### config.mk
export PLATFORM = sky130hd
export DESIGN_NAME = dihs_top
export DESIGN_NICKNAME = d
export VERILOG_FILES = /design/src/dihs_pkg.sv /design/src/dihs_top.sv /design/src/dihs_hmeasure.sv /design/src/dihs_regen.sv
export SDC_FILE = /design/constraint.sdc
export NUM_CORES = 1
export LEC_CHECK = 0
export BUFFER_PORTS_ARGS = -buffer_cell sky130_fd_sc_hd__buf_2
export CAP_MARGIN = 30
export CORE_UTILIZATION = 45
export DETAILED_ROUTE_END_ITERATION = 7
export GPL_TIMING_DRIVEN = 0
export PLACE_DENSITY = 0.65
export SLEW_MARGIN = 20
export SYNTH_ARGS = -nofsm -noshare
export SYNTH_HDL_FRONTEND = slang
export SYNTH_SLANG_ARGS = --single-unit
### constraint.sdc
create_clock -name core_clk -period 2.6 [get_ports core_clk]
set_clock_uncertainty 0.1 [all_clocks]
set_input_delay 0.26 -clock core_clk [delete_from_list [all_inputs] [get_ports core_clk]]
set_output_delay 0.26 -clock core_clk [all_outputs]
set_load 0.01 [all_outputs]
### src/dihs_pkg.sv
package dihs_pkg;
    // ----------------------------------------
    // register map
    // ----------------------------------------
    localparam logic [7:0] REG_CTRL_HIGH = 8'h6A;
    localparam logic [7:0] REG_SYNC_LOW = 8'h6B;
    localparam logic [7:0] REG_BACK_LOW = 8'h6C;
    localparam logic [7:0] REG_PORT_SEL = 8'h70;
    localparam logic [7:0] REG_MEASURED = 8'h71;
    localparam logic [7:0] REG_RESET_VAL = 8'h00;
    // ----------------------------------------
    // fields of the first control register, then timing width, port count, address width and bus phase type
    // ----------------------------------------
    localparam int BACK_EN_BIT = 7;
    localparam int BACK_HI_LSB = 4;
    localparam int SYNC_EN_BIT = 3;
    localparam int SYNC_HI_LSB = 0;
    localparam logic [7:0] CTRL_WRITE_MASK = 8'hBB;
    localparam int TIMING_W = 10;
    localparam int NUM_PORTS = 2;
    localparam int ADDR_W = 12;
    typedef enum logic [1:0] {DIHS_IDLE, DIHS_ACCESS} dihs_phase_type;
endpackage : dihs_pkg

### src/dihs_top.sv
// Register access over APB was chosen for this implementation.
`timescale 1ns/1ps
module dihs_top #(
    parameter int NPORT = dihs_pkg::NUM_PORTS
) (
    input wire logic core_clk,
    input wire logic arst_n,
    input wire logic clk_en,
    input wire logic psel,
    input wire logic penable,
    input wire logic pwrite,
    input wire logic [dihs_pkg::ADDR_W-1:0] paddr,
    input wire logic [31:0] pwdata,
    input wire logic [3:0] pstrb,
    output logic [31:0] prdata,
    output logic pready,
    output logic pslverr,
    input wire logic [NPORT-1:0] hsync_in,
    input wire logic [NPORT-1:0] de_in,
    output logic [NPORT*dihs_pkg::TIMING_W-1:0] sync_width_out,
    output logic [NPORT*dihs_pkg::TIMING_W-1:0] back_porch_out
);
    localparam int W = dihs_pkg::TIMING_W;
    localparam int PW = (NPORT > 1) ? $clog2(NPORT) : 1;

    // ----------------------------------------
    // state
    // ----------------------------------------
    typedef struct packed {
        logic [NPORT-1:0][7:0] ctrl_high;
        logic [NPORT-1:0][7:0] sync_low;
        logic [NPORT-1:0][7:0] back_low;
        logic [PW-1:0] port_sel;
        logic rd_done;
        logic [31:0] rdata;
    } dihs_state_type;
    dihs_state_type s_r, s_nxt;

    function automatic logic hit(input logic [dihs_pkg::ADDR_W-1:0] a, input logic [7:0] off);
        hit = (a[dihs_pkg::ADDR_W-1:2] == (dihs_pkg::ADDR_W-2)'(off)) && (a[1:0] == 2'b00);
    endfunction : hit

    logic [NPORT-1:0][W-1:0] meas_sync, meas_back;
    logic [NPORT-1:0][W-1:0] reg_sync, reg_back;
    logic access, wr, mapped;
    logic [7:0] rd_byte;
    logic [PW-1:0] ps;

    assign access = psel && penable && clk_en;
    assign wr = access && pwrite && pstrb[0];
    assign ps = s_r.port_sel;
    // printed offsets are register indices; byte address is four times the index
    assign mapped = hit(paddr, dihs_pkg::REG_CTRL_HIGH) || hit(paddr, dihs_pkg::REG_SYNC_LOW)
        || hit(paddr, dihs_pkg::REG_BACK_LOW) || hit(paddr, dihs_pkg::REG_PORT_SEL)
        || hit(paddr, dihs_pkg::REG_MEASURED);

    // ----------------------------------------
    // register access
    // ----------------------------------------
    always_comb begin
        s_nxt = s_r;
        rd_byte = 8'h00;
        if (hit(paddr, dihs_pkg::REG_CTRL_HIGH)) begin
            rd_byte = s_r.ctrl_high[ps] & dihs_pkg::CTRL_WRITE_MASK;
        end else if (hit(paddr, dihs_pkg::REG_SYNC_LOW)) begin
            rd_byte = s_r.sync_low[ps];
        end else if (hit(paddr, dihs_pkg::REG_BACK_LOW)) begin
            rd_byte = s_r.back_low[ps];
        end else if (hit(paddr, dihs_pkg::REG_PORT_SEL)) begin
            rd_byte = 8'(s_r.port_sel);
        end else if (hit(paddr, dihs_pkg::REG_MEASURED)) begin
            // status: low byte of measured sync width of selected port
            rd_byte = meas_sync[ps][7:0];
        end
        // one wait state on reads keeps prdata a flop yet valid when pready rises
        if (access && !pwrite) begin
            if (!s_r.rd_done) begin
                s_nxt.rdata = {24'h000000, rd_byte};
                s_nxt.rd_done = 1'b1;
            end else begin
                s_nxt.rd_done = 1'b0;
            end
        end
        if (wr) begin
            if (hit(paddr, dihs_pkg::REG_CTRL_HIGH)) begin
                s_nxt.ctrl_high[ps] = pwdata[7:0] & dihs_pkg::CTRL_WRITE_MASK;
            end else if (hit(paddr, dihs_pkg::REG_SYNC_LOW)) begin
                s_nxt.sync_low[ps] = pwdata[7:0];
            end else if (hit(paddr, dihs_pkg::REG_BACK_LOW)) begin
                s_nxt.back_low[ps] = pwdata[7:0];
            end else if (hit(paddr, dihs_pkg::REG_PORT_SEL)) begin
                s_nxt.port_sel = (pwdata[7:0] < 8'(NPORT - 1)) ? PW'(pwdata[7:0])
                    : PW'(NPORT - 1);
            end
        end
    end

    always_ff @(posedge core_clk or negedge arst_n) begin
        if (!arst_n) begin
            s_r <= '0;
        end else if (clk_en) begin
            s_r <= s_nxt;
        end
    end

    // writes take no wait state, reads one; unmapped addresses answer with an error
    assign pready = !(psel && penable) || (clk_en && (pwrite || s_r.rd_done));
    assign pslverr = psel && penable && !mapped;
    assign prdata = s_r.rdata;

    // ----------------------------------------
    // per-port measure and select
    // ----------------------------------------
    genvar g;
    generate
        for (g = 0; g < NPORT; g++) begin : g_port
            // ten-bit override values assembled from high and low fields
            assign reg_sync[g] = {s_r.ctrl_high[g][dihs_pkg::SYNC_HI_LSB +: 2],
                s_r.sync_low[g]};
            assign reg_back[g] = {s_r.ctrl_high[g][dihs_pkg::BACK_HI_LSB +: 2],
                s_r.back_low[g]};
            dihs_hmeasure #(.W(W)) u_meas (
                .core_clk(core_clk),
                .arst_n(arst_n),
                .clk_en(clk_en),
                .hsync_in(hsync_in[g]),
                .de_in(de_in[g]),
                .sync_width(meas_sync[g]),
                .back_porch(meas_back[g])
            );
            dihs_regen #(.W(W)) u_sel (
                .core_clk(core_clk),
                .arst_n(arst_n),
                .clk_en(clk_en),
                .sync_en(s_r.ctrl_high[g][dihs_pkg::SYNC_EN_BIT]),
                .sync_ov(reg_sync[g]),
                .sync_meas(meas_sync[g]),
                .back_en(s_r.ctrl_high[g][dihs_pkg::BACK_EN_BIT]),
                .back_ov(reg_back[g]),
                .back_meas(meas_back[g]),
                .sync_width(sync_width_out[g*W +: W]),
                .back_porch(back_porch_out[g*W +: W])
            );
        end
    endgenerate
endmodule : dihs_top

### src/dihs_hmeasure.sv
`timescale 1ns/1ps
module dihs_hmeasure #(
    parameter int W = 10
) (
    input wire logic core_clk,
    input wire logic arst_n,
    input wire logic clk_en,
    input wire logic hsync_in,
    input wire logic de_in,
    output logic [W-1:0] sync_width,
    output logic [W-1:0] back_porch
);
    typedef struct packed {
        logic hs_d;
        logic de_d;
        logic in_bp;
        logic [W-1:0] cnt;
        logic [W-1:0] sync_width;
        logic [W-1:0] back_porch;
    } dihs_meas_type;
    dihs_meas_type s_r, s_nxt;
    always_comb begin
        s_nxt = s_r;
        s_nxt.hs_d = hsync_in;
        s_nxt.de_d = de_in;
        if (hsync_in && !s_r.hs_d) begin
            s_nxt.cnt = W'(1);
            s_nxt.in_bp = 1'b0;
        end else if (hsync_in) begin
            s_nxt.cnt = s_r.cnt + W'(1);
        end else if (s_r.hs_d) begin
            // sync just ended: latch width, start back porch count
            s_nxt.sync_width = s_r.cnt;
            s_nxt.cnt = W'(1);
            s_nxt.in_bp = 1'b1;
        end else if (s_r.in_bp && de_in) begin
            s_nxt.back_porch = s_r.cnt;
            s_nxt.in_bp = 1'b0;
        end else if (s_r.in_bp) begin
            s_nxt.cnt = s_r.cnt + W'(1);
        end
    end
    always_ff @(posedge core_clk or negedge arst_n) begin
        if (!arst_n) begin
            s_r <= '0;
        end else if (clk_en) begin
            s_r <= s_nxt;
        end
    end
    assign sync_width = s_r.sync_width;
    assign back_porch = s_r.back_porch;
endmodule : dihs_hmeasure

### src/dihs_regen.sv
`timescale 1ns/1ps
module dihs_regen #(
    parameter int W = 10
) (
    input wire logic core_clk,
    input wire logic arst_n,
    input wire logic clk_en,
    input wire logic sync_en,
    input wire logic [W-1:0] sync_ov,
    input wire logic [W-1:0] sync_meas,
    input wire logic back_en,
    input wire logic [W-1:0] back_ov,
    input wire logic [W-1:0] back_meas,
    output logic [W-1:0] sync_width,
    output logic [W-1:0] back_porch
);
    typedef struct packed {
        logic [W-1:0] sync_width;
        logic [W-1:0] back_porch;
    } dihs_sel_type;
    dihs_sel_type s_r, s_nxt;
    always_comb begin
        s_nxt.sync_width = sync_en ? sync_ov : sync_meas;
        s_nxt.back_porch = back_en ? back_ov : back_meas;
    end
    always_ff @(posedge core_clk or negedge arst_n) begin
        if (!arst_n) begin
            s_r <= '0;
        end else if (clk_en) begin
            s_r <= s_nxt;
        end
    end
    assign sync_width = s_r.sync_width;
    assign back_porch = s_r.back_porch;
endmodule : dihs_regen

==> results of run 1 <==
layout by cell type, fill, tap and decap left out, types with 3 or more instances in the layout:
master / Yosys / layout
xor2_1: 3 / 3
dfrtp_1: 158 / 158
or2_2: 4 / 4
mux2_2: 89 / 89
buf_2: 0 / 78
conb_1: 1 / 24
clkbuf_8: 0 / 4
nand3_1: 7 / 7
nor2_1: 54 / 54
nand2_1: 25 / 25
or4_1: 3 / 3
buf_4: 33 / 33
o21bai_1: 5 / 5
o31ai_1: 9 / 9
buf_1: 10 / 10
a31oi_1: 5 / 5
nor2b_1: 3 / 3
inv_1: 4 / 4
a21oi_1: 63 / 63
nor3b_1: 8 / 8
nor3_1: 9 / 9
or3_1: 10 / 10
clkbuf_1: 23 / 24
clkinv_2: 0 / 5
mux2_4: 6 / 6
xnor2_1: 3 / 3
nor4_4: 1 / 3
mux2i_1: 60 / 60
o21ai_0: 23 / 23
nand4_1: 5 / 5
o211ai_1: 5 / 5
clkbuf_16: 0 / 17
flip-flops by register name (all words and copies together) (netlist names):
name                      cells
prdata                        8
g_port.u_meas.sync_width     20
ps                            1
g_port.u_sel.back_porch      20
s_r                           5
g_port.u_sel.sync_width      20
g_port.u_meas.s_r            24
reg_back                     20
g_port.u_meas.back_porch     20
reg_sync                     20
worst reg2reg max path, cell delays in order (launching register included):
cell and delay [ps]:
dfrtp_1 350, clkbuf_1 170, nor3b_1 560, nand3_1 510, mux2_2 430
logic make-up (layout without fill, tap and decap cells):
logic type / Yosys count / count (layout) / share of synthesized area
flip-flops: 158 / 158 / 0.518
multiplexers: 156 / 156 / 0.225
AND/OR/NAND/NOR: 150 / 150 / 0.106
AO/OA/AOI/OAI: 119 / 119 / 0.0888
buffers and inverters: 71 / 182 / 0.0521
XOR/XNOR: 6 / 6 / 0.00688
adder cells (fa/ha/maj): 2 / 2 / 0.00328
other: 1 / 24 / 0.000491
per-layer routing:
| metal | up-vias | GRT usage | share of wire |
|---|---|---|---|
| met5 | - | 0 | 0 |
| met4 | 0 | 0.0926 | 0.027 |
| li1 | 2584 | - | - |
| met1 | 2801 | 0.333 | 0.46 |
| met2 | 219 | 0.370 | 0.45 |
| met3 | 47 | 0.0500 | 0.058 |
layout make-up:
cell class | count | area, um2 | area share
Multi-Input combinational cell | 457 | 3390 | 0.376
Clock inverter | 7 | 62.6 | 0.00694
Clock buffer | 23 | 488 | 0.0542
Sequential cell | 158 | 3950 | 0.439
Tap cell | 220 | 275 | 0.0306
Inverter | 4 | 15.0 | 0.00167
Buffer | 67 | 384 | 0.0426
Timing Repair Buffer | 81 | 443 | 0.0492
power by group:
group          internal, mW  switching (mW)  leakage (nW)
combinational         0.420           0.510          1.75
clock                  1.40           0.970         0.274
sequential             2.73           0.226          2.09
total                  4.55            1.71          4.11
what timing repair did:
item,CTS,global route
hold endpoints to repair,70,0
gates resized for setup,1,0
setup buffers,0,0
hold buffers,1,0
endpoints found under the setup margin,1,0
worst max path at each step:
stage	end
3_3_place_gp	reg_back[19]
5_1_grt	pready
2_1_floorplan	reg_back[8]
6_report	pslverr
3_5_place_dp	g_port[0].u_sel.sync_width[6]
4_1_cts	pready
==> impl_metrics.yaml, run 1 <==
status:
  outcome: "finished, final reports clean"
clock_tree:
  cts_made_buffers: 17
  cts_root_buffer: "clkbuf_16"
  clock_path_buffers: 2
  worstSkewPairLatency_ps: 430
  cts_sinks: 158
  cts_tree: "done"
  cts_max_level: 4
  clk_pin_slew_ps: 60
placed_design:
  placed_cells: 986
  place_hpwl_mm: 14.5
  portBuffers: 78
  place_ws_ps: -375
  place.gp.congestion: 0.887
  dpl_cell_area_um2: 8450
job:
  max_cap_viol_count: 0
sta:
  worst_pin_slew_ps: 923
  fin_crit_sh: 0.952
  min_period_ps: 2480
  rsz0062_at_grt: "false"
  slew_headroom: 0.385
  hold_viol: 0
  max_freq_ghz: 0.404
  setup_violations: 0
  layout_setup_ws_ps: 125
  whs_ps: 31.8
  drv_slew: 0
  setup_tns_ps: 0
finish:
  syn_to_final_growth_pct: 18.0
  fin_area_um2: 9010
  num_antenna_cells: 0
  fill_cells: 1476
  nets: 846
  final_util: 0.543
  fin_cells: 1017
  drive_gt1_frac: 0.314
worst_setup_path:
  r2r_cells: 4
  startpoint: "paddr[11]"
  cp_slowest_cell: "or4_4"
  startpoint_type: "primary input"
  path_delay_family: "simple AND/OR/NAND/NOR gates"
  path_cells: "buf_2, or4_4, nor2_1, clkbuf_1, a21oi_1, buf_2"
  worstReg2RegEnd: "reg_back[5]"
  crit_fanout: 10
  end_kind: "output port"
  critPathKind: "primary input to output port"
  path_buf_inv: 3
  reg2reg_slack_ps: 360
  rr_startpoint: "ps"
  critPathArrivalTime_ps: 2120
  critPathRequiredTime_ps: 2240
  path_common_cell: "buf_2"
  critical_path_depth: 6
  cpPeakStageDelay_ps: 580
min_path:
  hold_path_depth: 2
  min_to: "g_port[1].u_meas.s_r[32]"
  hold_path.class: "primary input to flop"
  hold_path_startpoint: "hsync_in[1]"
logic_synthesis:
  synthTopCellsByCount: "dfrtp_1 (158), mux2_2 (89), a21oi_1 (63)"
  yosysSeqAreaShare: 0.518
  synth-seq-cells: 158
  synth_ff_type: "dfrtp_1"
  synth.area.top_cells: "dfrtp_1 (52%), mux2_2 (13%), mux2i_1 (7.9%), a21oi_1 (4.1%), buf_4 (3.2%)"
  yosysWarnings: 0
  synthArstFlopShare: 1.00
  yosysMostFrequentCell: "dfrtp_1"
  synth_enable_flop_cells: 0
  synth_cell_types: 52
  synth_top_area_share: 0.518
  avgSynthCellArea_um2: 11.5
  synth_top_cell_by_area: "dfrtp_1"
  synth_area_um2: 7640
  synthCells: 663
floorplan:
  core_area_um2: 16600
  dieArea_um2: 17500
  start_util: 0.460
  die_y_um: 132
  fp.dieW_um: 132
  placementRows: 47
  io_pins: 132
detailed_routing:
  dr.pass1.iters: 5
  wl_per_cell_um: 19.6
  drt_iter0_markers: 320
  via_count: 5651
  vias_per_cell: 5.56
  ant_nets: 0
  drc: 0
  routed_wl_mm: 20.0
grt:
  grt_max_degree: 89
  antenna_found_initial: 0
  grt_pass1_wl_mm: 31.5
  grt_overflow: 0
  first_global_vias: 5608
  track_usage: 0.240
power:
  p_leak_nw: 4.11
  power_mw: 6.25
  p_per_area_nw_per_um2: 694
  ir_drop_uv: 478
Note: power is estimated with default switching activity, not from simulation.
==> run 2: changes to the inputs <==
--- a/config.mk
+++ b/config.mk
@@ -6,11 +6,11 @@
 export NUM_CORES = 1
 export LEC_CHECK = 0
 export BUFFER_PORTS_ARGS = -buffer_cell sky130_fd_sc_hd__buf_2
-export CAP_MARGIN = 30
-export CORE_UTILIZATION = 45
+export CAP_MARGIN = 20
+export CORE_UTILIZATION = 34
 export DETAILED_ROUTE_END_ITERATION = 7
 export GPL_TIMING_DRIVEN = 0
-export PLACE_DENSITY = 0.65
+export PLACE_DENSITY_LB_ADDON = 0.25
 export SLEW_MARGIN = 20
 export SYNTH_ARGS = -nofsm -noshare
 export SYNTH_HDL_FRONTEND = slang
==> impl_metrics.yaml, run 2 (synthesis results as in run 1) <==
status:
  outcome: "finished, final reports clean"
clock_tree:
  cts_sinks: 158
  cts_max_level: 4
  cts_tree: "done"
  clk_pin_slew_ps: 60
  cts_root_buffer: "clkbuf_16"
  worstSkewPairLatency_ps: 430
  cts_made_buffers: 17
  clock_path_buffers: 2
placed_design:
  dpl_cell_area_um2: 8520
  portBuffers: 78
  place_hpwl_mm: 14.8
  place.gp.congestion: 0.879
detailed_routing:
  wl_met2_mm: 8.80
  dr.pass1.iters: 5
  via_count: 5495
  vias_per_cell: 5.10
  ant_nets: 0
  drc: 0
  drt_iter0_markers: 344
  wl_per_cell_um: 19.1
  wl_met3_mm: 1.10
  wl_met1_mm: 10.2
  top_layer_used: "met4"
  routed_wl_mm: 20.6
finish:
  final_util: 0.416
  final_cell_mix: "dfrtp_1 (158), mux2_2 (89), buf_2 (77), a21oi_1 (63), mux2i_1 (60)"
  largest_reg_flops: 24
  layout.area.seq_um2: 3950
  final_common_cell: "dfrtp_1"
  syn_to_final_growth_pct: 19.2
  fill_cells: 2171
  drive_gt1_frac: 0.316
  fin_area_um2: 9100
  nets: 845
  multiInputGateArea_um2: 3390
  num_antenna_cells: 0
  top_register: "g_port.u_meas.s_r"
sta:
  slew_headroom: 0.299
  fin_crit_sh: 0.908
  drv_slew: 0
  hold_viol: 0
  rsz0062_at_grt: "false"
  worst_pin_slew_ps: 1040
  min_period_ps: 2360
  setup_tns_ps: 0
  setup_violations: 0
  whs_ps: 46.8
  max_freq_ghz: 0.424
grt:
  first_global_vias: 5421
  track_usage: 0.185
  antenna_found_initial: 0
  grt_max_degree: 91
  grt_overflow: 0
  grt_pass1_wl_mm: 32.5
worst_setup_path:
  worstReg2RegEnd: "prdata[4]"
  rr_startpoint: "ps"
  critPathRequiredTime_ps: 2240
  critPathArrivalTime_ps: 2000
  reg2reg_slack_ps: 340
  critPathKind: "primary input to output port"
  r2r_cells: 6
  startpoint_type: "primary input"
  crit_fanout: 10
  end_kind: "output port"
power:
  ir_drop_uv: 357
  p_per_area_nw_per_um2: 696
  p_leak_nw: 4.11
floorplan:
  fp.dieW_um: 152
  start_util: 0.349
  placementRows: 54
  core_area_um2: 21900
  dieArea_um2: 23100
  die_y_um: 152
  io_pins: 132
min_path:
  hold_path_depth: 2
  min_to: "g_port[0].u_meas.s_r[30]"
  hold_path_startpoint: "hsync_in[0]"
  hold_path.class: "primary input to flop"
job:
  max_cap_viol_count: 0
## run 2: cell count changes in the layout (fill, tap and decap cells not counted)
cell,previous run,this run
nor3b_2,0,1
nor3b_1,8,7
clkbuf_2,1,2
bufinv_16,1,2
buf_2,78,77
clkinv_4,0,2
clkinvlp_4,1,2
clkbuf_8,4,1
## run 2: layout make-up
type                            count  share of cell area
Timing Repair Buffer               80              0.0481
Inverter                            4             0.00165
Tap cell                          280              0.0385
Multi-Input combinational cell    457               0.373
Buffer                             67              0.0423
Sequential cell                   158               0.434
Clock buffer                       21              0.0495
Clock inverter                     11              0.0129
## run 2: per-stage QoR
stage | total power [mW] | instances | setup WS, ps
floorplan | 3.51 | 686 | 377
global placement | 3.94 | 1044 | -1380
detailed placement | 3.96 | 1045 | -554
CTS | 6.40 | 1078 | 16.1
global route | 6.64 | 1078 | 150
finish | 6.34 | 1078 | 240
## run 2: worst max-delay path: stages
cell	delay, ps
buf_2	100
or4_4	580
nor2_1	360
clkbuf_1	420
a21oi_1	120
buf_2	160
## run 2: power by group
group / internal, mW / switching [mW]
clock network: 1.43 / 0.997
registers: 2.73 / 0.240
logic: 0.421 / 0.522
total: 4.58 / 1.76
## run 2: worst max-delay path by stage
stage	endpoint	cells after the start	startpoint
4_1_cts	pready	6	clk_en
5_1_grt	pslverr	6	paddr[11]
3_5_place_dp	g_port[1].u_sel.sync_width[0]	5	clk_en
6_report	pslverr	6	paddr[11]
3_3_place_gp	g_port[1].u_sel.back_porch[9]	1	arst_n
2_1_floorplan	reg_back[8]	6	paddr[11]
## run 2: layer usage
metal | GRT usage | up-vias
li1 | - | 2596
met1 | 0.271 | 2680
met2 | 0.265 | 187
met3 | 0.0451 | 32
met4 | 0.0624 | 0
met5 | 0 | -
## run 2: repair_timing
| action | CTS | global route |
|---|---|---|
| buffers inserted | 0 | 0 |
| setup endpoints to repair | 11 | 9 |
| hold endpoints to repair | 89 | 0 |
| resized for setup | 1 | 3 |
| hold buffers | 1 | 0 |
==> run 3: changes to the inputs <==
--- a/config.mk
+++ b/config.mk
@@ -11,6 +11,7 @@
 export DETAILED_ROUTE_END_ITERATION = 7
 export GPL_TIMING_DRIVEN = 0
 export PLACE_DENSITY_LB_ADDON = 0.25
+export REMOVE_ABC_BUFFERS = 1
 export SLEW_MARGIN = 20
 export SYNTH_ARGS = -nofsm -noshare
 export SYNTH_HDL_FRONTEND = slang
==> impl_metrics.yaml, run 3 (synthesis results as in run 1) <==
sta:
  whs_ps: 36.4
  rsz0062_at_grt: "false"
  min_period_ps: 2400
  setup_violations: 0
  max_freq_ghz: 0.416
  slew_headroom: 0.438
  drv_slew: 0
  fin_crit_sh: 0.924
  worst_pin_slew_ps: 831
  hold_viol: 0
clock_tree:
  clock_path_buffers: 2
  cts_root_buffer: "clkbuf_16"
  worstSkewPairLatency_ps: 430
  clk_pin_slew_ps: 70
  cts_tree: "done"
  cts_setup_buffers: 0
  cts_sinks: 158
  cts_max_level: 4
  cts_made_buffers: 17
floorplan:
  dieArea_um2: 23100
  die_y_um: 152
  core_area_um2: 21900
  placementRows: 54
  start_util: 0.349
  fp.dieW_um: 152
  io_pins: 132
finish:
  final_util: 0.402
  nets: 781
  multiInputGateArea_um2: 3400
  top_register: "g_port.u_meas.s_r"
  drive_gt1_frac: 0.301
  syn_to_final_growth_pct: 15.1
  final_cell_mix: "dfrtp_1 (157), mux2_2 (89), buf_2 (78), a21oi_1 (63), mux2i_1 (60)"
  fill_cells: 2147
  num_antenna_cells: 0
  largest_reg_flops: 24
  final_common_cell: "dfrtp_1"
  layout.area.seq_um2: 3960
worst_setup_path:
  critPathArrivalTime_ps: 2610
  critPathRequiredTime_ps: 2810
  critPathKind: "flop to flop"
  path_cells: "nor3b_1, nand3_1, mux2_2"
  end_kind: "flop"
  cpPeakStageDelay_ps: 680
  rr_startpoint: "ps"
  startpoint: "ps"
  path_delay_family: "simple AND/OR/NAND/NOR gates"
  cp_slowest_cell: "dfrtp_4"
  startpoint_type: "flop"
  path_buf_inv: 0
  crit_fanout: 33
job:
  max_cap_viol_count: 0
power:
  power_mw: 6.39
  p_per_area_nw_per_um2: 727
  ir_drop_uv: 305
  p_leak_nw: 3.91
min_path:
  hold_path.class: "primary input to flop"
  hold_path_startpoint: "hsync_in[1]"
detailed_routing:
  drt_iter0_markers: 336
  routed_wl_mm: 19.3
  ant_nets: 0
  wl_per_cell_um: 19.1
  via_count: 5326
  drc: 0
  dr.pass1.iters: 4
  vias_per_cell: 5.26
grt:
  grt_overflow: 0
  antenna_found_initial: 1
  track_usage: 0.174
  grt_max_degree: 87
  grt_pass1_wl_mm: 30.7
  first_global_vias: 5452
placed_design:
  portBuffers: 80
  place.gp.congestion: 0.863
  place_hpwl_mm: 14.1
status:
  outcome: "finished, final reports clean"
## run 3: routing by layer
layer | vias up | wire (um) | global-route usage
li1 | 2462 | - | -
met1 | 2660 | 8500 | 0.229
met2 | 169 | 9240 | 0.275
met3 | 33 | 1060 | 0.0425
met4 | 2 | 501 | 0.0695
met5 | - | 11 | 0
## run 3: what timing repair did
item | 4_1_cts | 5_1_grt
setup endpoints to repair | 8 | 25
gates resized for setup | 1 | 2
pin swaps | 0 | 0
hold buffers | 1 | 0
endpoints found under the hold margin | 85 | 0
## run 3: final cells by class
type,instances,area share
Sequential cell,158,0.450
Multi-Input combinational cell,457,0.386
Timing Repair Buffer,83,0.0535
Clock buffer,19,0.0493
Tap cell,280,0.0399
Clock inverter,11,0.0189
Inverter,4,0.00171
## run 3: through the flow
stage,instance area (um2),TNS (ps),setup slack (ps),instances
6_report,8790,0,197,1012
5_1_grt,8790,0,53.2,1012
4_1_cts,8770,0,58.2,1012
3_5_place_dp,8150,-5720,-279,981
3_3_place_gp,8090,-242110,-1150,979
2_1_floorplan,7340,-1360,-170,619
## run 3: worst register-to-register path: stages (launching register included)
cell,delay (ps)
dfrtp_4,680
nor3b_1,620
nand3_1,470
mux2_2,410
## run 3: final timing paths
path / endpoint / slack, ps / cells past startpoint
min in group asynchronous: g_port[0].u_sel.back_porch[2] / 330 / 2
max in group asynchronous: ps / 1260 / 3
worst max-delay path: reg_back[6] / 200 / 3
worst max register to register: reg_back[6] / 200 / 3
worst min-delay path: g_port[1].u_meas.s_r[32] / 40 / 2
worst min register to register: g_port[0].u_meas.sync_width[8] / 400 / 1
## run 3: power by group
| group | total, mW | internal, mW | switching [mW] |
|---|---|---|---|
| clock | 2.56 | 1.59 | 0.972 |
| sequential | 3.00 | 2.73 | 0.270 |
| combinational | 0.833 | 0.363 | 0.470 |
| total | 6.39 | 4.68 | 1.71 |
